### src/verilog/tdh_pkg.sv
// Purpose: Constants for the tape drive host port
// Assumes: 25 MHz clock, all host lines active low
// Notes:   Contract list below
// Contract
// - Low level means asserted on every line
// - Start mark output; refuse reverse there
// - Read mode ready between load and warning
// - Write ready also needs write permit
// - Direction level picks forward or reverse
// - Run pulse; motion starts on rising edge
// - Halt pulse stops tape motion
// - Halt beats run when both low
// - Reset clears logic, forces ready, halts
// - Two pick lines decode one of four units
// - Eight-bit shared bus, bit zero least
// - Write mode low enables head current
// - Bus drive shows byte, clears both flags
// - Gap output pulses on each detected gap
// - Vacant flag timing after first byte
// - Strobe latches byte, clears vacant flag
// - Waiting flag holds until drive clears
// - Flags quiet until one full byte read
// - Short byte flag with fewer than eight bits
package tdh_pkg;
   localparam int CLK_MHZ          = 25;
   localparam int FIRST_MIN_NS     = 16700;
   localparam int FIRST_CYC        = (FIRST_MIN_NS * CLK_MHZ + 999) / 1000;
   localparam int NEXT_MIN_NS      = 350000;
   localparam int NEXT_CYC         = (NEXT_MIN_NS * CLK_MHZ + 999) / 1000;
   localparam int BYTE_BITS        = 8;
   localparam int SYNC_STAGES      = 2;
   localparam logic [7:0] BUS_RST  = 8'h00;
   localparam logic [3:0] CNT_FULL = 4'h8;

   typedef enum logic [1:0] {
      TDH_IDLE = 2'b00,
      TDH_FWD  = 2'b01,
      TDH_REV  = 2'b10
   } tdh_motion_t;
endpackage

### src/verilog/tdh_host_port.sv
// Purpose: Host-side parallel port logic of a cartridge tape drive
// Assumes: All host lines asynchronous, active low; drive front end is raw
// Notes:   Tape position and read bit stream come from the mechanics side
`timescale 1ns/100ps
module tdh_host_port
   import tdh_pkg::*;
#(
   parameter int FIRST_CYCLES = tdh_pkg::FIRST_CYC,
   parameter int NEXT_CYCLES  = tdh_pkg::NEXT_CYC
) (
   input  wire logic        clk,
   input  wire logic        rst_b,
   input  wire logic        host_reset_b,
   input  wire logic        run_b,
   input  wire logic        halt_b,
   input  wire logic        direction_level,
   input  wire logic        write_mode_level,
   input  wire logic        unit_pick_lo,
   input  wire logic        unit_pick_hi,
   input  wire logic        rx_bus_drive_b,
   input  wire logic        tx_holding_strobe_b,
   input  wire logic [7:0]  data_in,
   output logic [7:0]       data_out,
   output logic             data_oe,
   output logic             tape_start_mark_b,
   output logic             ready_b,
   output logic             gap_detected_b,
   output logic             tx_holding_vacant_b,
   output logic             rx_byte_waiting_b,
   output logic             short_byte_error_b,
   output logic [3:0]       unit_select,
   output logic             motor_fwd,
   output logic             motor_rev,
   output logic             head_current,
   output logic [7:0]       tx_byte,
   output logic             tx_byte_valid,
   input  wire logic        tx_byte_taken,
   input  wire logic        at_start,
   input  wire logic        past_load_mark,
   input  wire logic        past_end_warning,
   input  wire logic        write_permit,
   input  wire logic        gap_seen,
   input  wire logic        rx_bit_valid,
   input  wire logic        rx_bit,
   input  wire logic        rx_frame_end
);
   // ------------------------------------------------------------
   // Input synchronisation
   // ------------------------------------------------------------
   localparam int NS = 8;
   logic [NS-1:0] raw_in;
   logic [NS-1:0] lvl;
   logic [NS-1:0] fall;
   logic [NS-1:0] rise;

   assign raw_in = {host_reset_b, run_b, halt_b, direction_level, write_mode_level,
                    rx_bus_drive_b, tx_holding_strobe_b, 1'b1};

   tdh_sync #(.W(NS)) u_sync (
      .clk  (clk),
      .rst_b(rst_b),
      .din  (raw_in),
      .dout (lvl),
      .fall (fall),
      .rise (rise)
   );

   wire hreset_n   = lvl[7];
   wire run_rise   = rise[6];
   wire run_low    = ~lvl[6];
   wire halt_low   = ~lvl[5];
   wire dir_fwd    = lvl[4];
   wire write_mode = ~lvl[3];
   wire rbe_low    = ~lvl[2];
   wire rbe_fall   = fall[2];
   wire strobe_rise= rise[1];
   wire strobe_fall= fall[1];

   // Host reset acts like the internal reset on all control state except the tx_byte, data_out and data_oe registers
   wire clr = !rst_b || !hreset_n;

   // ------------------------------------------------------------
   // Unit selection
   // ------------------------------------------------------------
   function automatic logic [3:0] pick_decode(input logic lo, input logic hi);
      pick_decode = 4'h1 << {~hi, ~lo};
   endfunction

   assign unit_select = pick_decode(unit_pick_lo, unit_pick_hi);

   // ------------------------------------------------------------
   // Tape motion
   // ------------------------------------------------------------
   tdh_motion_t motion;
   tdh_motion_t next_motion;
   logic        run_seen_halt;

   // Halt seen anywhere in the run pulse cancels the start
   always_ff @(posedge clk) begin
      if (clr || run_rise)
         run_seen_halt <= 1'b0;
      else if (run_low && halt_low)
         run_seen_halt <= 1'b1;
   end

   wire start_ok = run_rise && !halt_low && !run_seen_halt;
   wire rev_ok   = !at_start;

   always_comb begin
      next_motion = motion;
      case (motion)
         TDH_IDLE: begin
            if (start_ok && dir_fwd)
               next_motion = TDH_FWD;
            else if (start_ok && !dir_fwd && rev_ok)
               next_motion = TDH_REV;
         end
         TDH_FWD: begin
            if (halt_low)
               next_motion = TDH_IDLE;
            else if (start_ok && !dir_fwd && rev_ok)
               next_motion = TDH_REV;
         end
         TDH_REV: begin
            if (halt_low || at_start)
               next_motion = TDH_IDLE;
            else if (start_ok && dir_fwd)
               next_motion = TDH_FWD;
         end
         default: next_motion = TDH_IDLE;
      endcase
   end

   always_ff @(posedge clk) begin
      if (clr)
         motion <= TDH_IDLE;
      else
         motion <= next_motion;
   end

   assign motor_fwd    = (motion == TDH_FWD);
   assign motor_rev    = (motion == TDH_REV);
   assign head_current = write_mode && (motion != TDH_IDLE);

   // ------------------------------------------------------------
   // Status outputs
   // ------------------------------------------------------------
   logic force_ready;

   // Ready stays forced after reset until the tape next moves; misuse can harm the tape
   always_ff @(posedge clk) begin
      if (clr)
         force_ready <= 1'b1;
      else if (motion != TDH_IDLE)
         force_ready <= 1'b0;
   end

   wire in_zone  = past_load_mark && !past_end_warning;
   wire ready_ok = write_mode ? (in_zone && write_permit) : in_zone;

   assign ready_b           = !(ready_ok || force_ready);
   assign tape_start_mark_b = !at_start;
   assign gap_detected_b    = !(gap_seen && motion != TDH_IDLE);

   // ------------------------------------------------------------
   // Write buffer
   // ------------------------------------------------------------
   logic        vacant;
   logic        first_done;
   logic [19:0] pace;

   // Byte is latched at the strobe's leading edge, while the host holds the bus
   always_ff @(posedge clk) begin
      if (!rst_b)
         tx_byte <= BUS_RST;
      else if (strobe_fall)
         tx_byte <= data_in;
   end

   always_ff @(posedge clk) begin
      if (clr)
         tx_byte_valid <= 1'b0;
      else if (strobe_rise)
         tx_byte_valid <= 1'b1;
      else if (tx_byte_taken)
         tx_byte_valid <= 1'b0;
   end

   // Pacing counter spaces vacant assertions; first byte of a block is fast
   always_ff @(posedge clk) begin
      if (clr || motion == TDH_IDLE) begin
         vacant     <= 1'b1;
         first_done <= 1'b0;
         pace       <= '0;
      end else if (strobe_fall) begin
         vacant     <= 1'b0;
         first_done <= 1'b1;
         pace       <= first_done ? 20'(NEXT_CYCLES) : 20'(FIRST_CYCLES);
      end else if (pace != '0) begin
         pace <= pace - 20'd1;
      end else if (!tx_byte_valid) begin
         vacant <= 1'b1;
      end
   end

   assign tx_holding_vacant_b = !vacant;

   // ------------------------------------------------------------
   // Read buffer
   // ------------------------------------------------------------
   logic [7:0] shifter;
   logic [3:0] bit_cnt;
   logic [7:0] rx_hold;
   logic       waiting;
   logic       short_err;
   logic       armed;

   always_ff @(posedge clk) begin
      if (clr) begin
         shifter   <= BUS_RST;
         bit_cnt   <= '0;
         rx_hold   <= BUS_RST;
         waiting   <= 1'b0;
         short_err <= 1'b0;
         armed     <= 1'b0;
      end else begin
         if (rbe_fall) begin
            waiting   <= 1'b0;
            short_err <= 1'b0;
         end
         if (rx_bit_valid) begin
            shifter <= {shifter[6:0], rx_bit};
            bit_cnt <= (bit_cnt == CNT_FULL) ? 4'h1 : bit_cnt + 4'h1;
         end
         if (rx_bit_valid && bit_cnt == CNT_FULL - 4'h1) begin
            rx_hold <= {shifter[6:0], rx_bit};
            bit_cnt <= '0;
            armed   <= 1'b1;
            if (armed) begin
               waiting   <= 1'b1;
               short_err <= 1'b0;
            end
         end else if (rx_frame_end && bit_cnt != '0) begin
            rx_hold <= shifter;
            bit_cnt <= '0;
            if (armed) begin
               waiting   <= 1'b1;
               short_err <= 1'b1;
            end
         end
      end
   end

   // First full byte after reset arms the flags but raises neither flag itself
   assign rx_byte_waiting_b  = !waiting;
   assign short_byte_error_b = !short_err;

   always_ff @(posedge clk) begin
      if (!rst_b) begin
         data_out <= BUS_RST;
         data_oe  <= 1'b0;
      end else begin
         data_out <= rx_hold;
         data_oe  <= rbe_low && !write_mode;
      end
   end
endmodule

### src/verilog/tdh_sync.sv
// Purpose: Two-flop synchroniser with edge outputs for a bank of lines
// Assumes: Single clock, lines asynchronous to it
// Notes:   Idle level of every line is high
`timescale 1ns/100ps
module tdh_sync #(
   parameter int W = 8
) (
   input  wire logic         clk,
   input  wire logic         rst_b,
   input  wire logic [W-1:0] din,
   output logic [W-1:0]      dout,
   output logic [W-1:0]      fall,
   output logic [W-1:0]      rise
);
   logic [W-1:0] stage1;
   logic [W-1:0] stage2;
   logic [W-1:0] prev;

   always_ff @(posedge clk) begin
      if (!rst_b) begin
         stage1 <= '1;
         stage2 <= '1;
         prev   <= '1;
      end else begin
         stage1 <= din;
         stage2 <= stage1;
         prev   <= stage2;
      end
   end

   assign dout = stage2;
   assign fall = prev & ~stage2;
   assign rise = ~prev & stage2;
endmodule

### config.mk
export PLATFORM = sky130hd
export DESIGN_NAME = tdh_host_port
export DESIGN_NICKNAME = d
export VERILOG_FILES = /design/src/verilog/tdh_pkg.sv /design/src/verilog/tdh_host_port.sv /design/src/verilog/tdh_sync.sv
export SDC_FILE = /design/constraint.sdc
export NUM_CORES = 1
export LEC_CHECK = 0
export BUFFER_PORTS_ARGS = -buffer_cell sky130_fd_sc_hd__buf_2
export CORE_MARGIN = 4
export CORE_UTILIZATION = 50
export CTS_CLUSTER_SIZE = 10
export DETAILED_ROUTE_END_ITERATION = 8
export PLACE_DENSITY = 0.81
export SYNTH_ARGS = -nofsm -noshare
export SYNTH_HDL_FRONTEND = slang
export SYNTH_HIERARCHICAL = 1
export SYNTH_SLANG_ARGS = --single-unit
### constraint.sdc
create_clock -name clk -period 2.6 [get_ports clk]
set_input_delay 0.65 -clock clk [delete_from_list [all_inputs] [get_ports clk]]
set_output_delay 0.65 -clock clk [all_outputs]
set_load 0.1 [all_outputs]
## After elaboration in Yosys (flattened, before gate mapping)

Index checks and enable logic that the tools add are counted.

- Add/subtract/negate cells: 2
- Equality and inequality tests: 7
- Shift-type cells: 1
- Reduce and logical (&&, ||, !) cells: 38
- Muxes and demuxes: 27
- Bitwise gates (word level): 10

Operators by type and width:

| kind | number |
|---|---|
| 20-bit two-way mux | 2 |
| 20-bit nonzero test | 1 |
| 20-bit by 1-bit subtractor with 20-bit output (second input constant) | 1 |
| 8-bit two-way mux | 2 |
| 1-bit two-way mux | 15 |
| 14-bit two-way mux | 1 |
| 1-bit logical AND | 13 |
| 1-bit logical NOT | 11 |
| 2-bit two-way mux | 5 |
| 2-bit nonzero test | 4 |
| 7-bit bitwise AND | 1 |
| 7-bit inverter | 1 |
| 1-bit inverter | 6 |
| 2-bit one-hot mux with 3 select lines | 1 |
| 1-bit logical OR | 5 |
| 4-bit by 1-bit adder with 4-bit output (second input constant) | 1 |
| 4-bit by 3-bit == test with 1-bit output (second input constant) | 1 |
| 4-bit == test (second input constant) | 1 |
| 4-bit two-way mux | 1 |
| 4-bit nonzero test | 1 |
| 1-bit by 2-bit << shifter with 4-bit output (first input constant) | 1 |
| 3-bit bitwise AND | 1 |
| 3-bit by 1-bit inequality test with 1-bit output (second input constant) | 1 |
| 3-bit inverter | 1 |
| other kinds (7) | 7 |

- Output and inout port bits: 31
- Bits in registers: 90
- Input port bits: 28

## Depth between registers and ports, before layout

- Depth in word-level cells: 9
- Gate-level depth with buffers: 7
- Depth with buffers taken out: 6

## Cells and area by module

The synthesis kept the hierarchy.

Modules (own cells, without submodules):

| module | cells an instance | instances | area each (µm²) |
|---|---|---|---|
| tdh_host_port | 335 | 1 | 3035.4 |
| tdh_sync | 66 | 1 | 744.5 |

## Worst setup path before layout

No wires, ideal clock.

- Kind: reg-to-output
- From: register motion[1]
- To: output gap_detected_b
- Data arrival time: 2.560 ns
- Stages on the path, launching flop included: 3
- Buffers on the path: 1
- Path slack: -0.610 ns
- Path through: dfxtp_1 clkbuf_1 o21ai_0

- Longest elaborated chain between the ends: 3

Ends and longest elaborated chain:

| what | RTL line | text |
|---|---|---|
| start, declared | tdh_host_port.sv:94 | `tdh_motion_t motion;` |
| start signal, assigned | tdh_host_port.sv:138 | `motion <= next_motion;` |
| 2-bit nonzero test | tdh_host_port.sv:163 | `assign gap_detected_b = !(gap_seen && motion != TDH_IDLE);` |
| 1-bit logical AND | tdh_host_port.sv:163 |  |
| 1-bit logical NOT | tdh_host_port.sv:163 |  |
| end, declared | tdh_host_port.sv:27 | `output logic gap_detected_b,` |

Every way passes these cells.

## Worst setup path after layout

- From: register motion[1]
- To: output head_current

- Longest elaborated chain between the ends: 2

Ends and longest elaborated chain:

| what | RTL line | text |
|---|---|---|
| 2-bit nonzero test | tdh_host_port.sv:143 | `assign head_current = write_mode && (motion != TDH_IDLE);` |
| 1-bit logical AND | tdh_host_port.sv:143 |  |
| end, declared | tdh_host_port.sv:34 | `output logic head_current,` |

Every way passes these cells.

==> run metrics <==
Reg-to-Reg Start=pace[12]; Die H=91.9 um; WL/cell=13.3 um; reg2reg end=pace[19]; Clk pin slew, worst setup/hold paths=80 ps; synth warn=6; CP Cell Sequence=nor2_1, nor2_1, buf_2; critical path buffer and inverter count=1; R2R setup slack=630 ps; type of origin of the critical path=flip-flop; FF-to-FF path depth=4; CP Launch Point=motion[1]; FMAX=474 MHz; Cell Rows=30; maximum buffer depth of the clock tree=2; WL final=7090 um; syn avg cell area=9.40 um^2; first-pass GRT wire length=approximately 12000 um; nets=between 400 and 500; pwr dens=634 nW/um^2; crit-path max FO=9; CP arrival=1460 ps; last element of the critical path=head_current; DP Worst Slack=about 580 ps; Max VDD drop=0.000382 V; min Tclk post-route=2110 ps; most used cell, CP=nor2_1; Worst-Skew Late Latency=approximately 350 ps; Gates resized, CTS repair=0; Overflow after GRT=0; most frequent cells in the layout=dfxtp_1 (84), buf_2 (58), nor2_1 (41); fin area=4170 um^2; Clock Sink Count=84; placed standard-cell area=a little under 4000 um^2; Antenna Nets Post-Route=0; IO Pins=59; Slew HR=0.469; # DRC=0; DR pass1 iterations=5; final worst setup slack=roughly 490 ps; largest net degree at the start of global routing=28; Die ar.=8440 um^2; final slew viol count=0; post-DR vias/cell=5.30; final hold vios=0; antenna cells=0; RSZ-0062 raised after global routing=no; Vias=2836; core area=6790 um^2; delay-heaviest family, CP=flip-flops; Finish-stage setup viols=0; Critical Setup Path Class=reg -> out; Inserted Clock Buffers=9; starting density of the core=0.517; layout cells sized above 1=0.219; Data required, critical path=about 2000 ps; setup TNS=0 ps; DRT iter0 DRCs=238; total power=0.00264 W; HPWL Detailed=5070 um; most common cell after layout, fill and taps aside=dfxtp_1; P_leak=1.84 nW; Setup Skew=8.15 ps; max-cap viol count=0; Clock Root Buffer=clkbuf_8; fin crit share=0.811; vias in the first global route=2687; hold buffers post-CTS=0; Syn-to-layout area delta=18.5%; largest stage delay on the critical path=about 480 ps; CTS tree=done; worst hold path class=reg -> reg; H-tree levels=3; number of port buffers=58; actual slew at the worst max-slew pin=794 ps; hold_ws=416 ps; RePlAce Congestion=~0.9; Synth Net Count=406; chip width=91.9 um; buffer count from post-CTS setup fixing=0; Mapped Cells=around 370; Total GRT Usage=0.173; Stages on worst setup path=3; initial antenna violation count=0; CP endpoint kind=output pin; highest-delay cell along the critical path=dfxtp_1; status=finished clean; Post-Syn Area=3520 um^2
==> state kept, by name, indices dropped and copies added, names as in the netlist <==
register,count
pace,20
tx_byte,8
data_oe,1
first_done,1
armed,1
bit_cnt,4
data_out,8
tx_byte_valid,1
force_ready,1
u_sync/dout,7
u_sync/stage1,7
rx_hold,8
waiting,1
shifter,8
short_err,1
u_sync/prev,3
run_seen_halt,1
motion,2
vacant,1
==> stage by stage <==
stage | util | instances
2_1_floorplan | - | 374
6_report | 0.613 | 535
5_1_grt | 0.613 | 535
3_5_place_dp | 0.577 | 519
3_3_place_gp | 0.577 | 519
4_1_cts | 0.613 | 535
==> cell type report <==
type	count	area, um^2
Clock buffer	12	165
Sequential cell	84	1680
Tap cell	96	120
Multi-Input combinational cell	260	1720
Clock inverter	4	78.8
Inverter	13	48.8
Timing Repair Buffer	66	350
Fill cell	559	2630
==> routing by layer <==
layer	vias up	global-route usage	part of all wire
li1	1440	-	-
met1	1318	0.219	0.45
met2	71	0.283	0.48
met3	7	0.0500	0.056
met4	0	0.0606	0.011
met5	-	0	0
==> worst min-delay path by stage <==
stage	startpoint	to	slack (ps)	depth (start not counted)
after floorplan	u_sync/stage1[7]	u_sync/dout[7]	380	1
after global placement	u_sync/stage1[7]	u_sync/dout[7]	390	1
after detailed placement	u_sync/stage1[7]	u_sync/dout[7]	390	1
after CTS	u_sync/stage1[7]	u_sync/dout[7]	410	1
after global routing	u_sync/stage1[6]	u_sync/dout[6]	430	1
final	u_sync/stage1[2]	u_sync/dout[2]	420	1
==> worst register-to-register path, cell delays in order, from the launching register on <==
cell	delay, ps
dfxtp_1	370
or3_4	440
or4_1	530
or4_1	420
a21oi_1	140
==> where the power goes <==
group          total (W)  internal (W)  leakage, nW  switching [W]
registers        0.00132       0.00131        0.682      0.0000135
logic           0.000228     0.0000717         1.04       0.000157
clock network    0.00109      0.000626        0.121       0.000464
No activity file was read; power rests on OpenSTA's default activity.
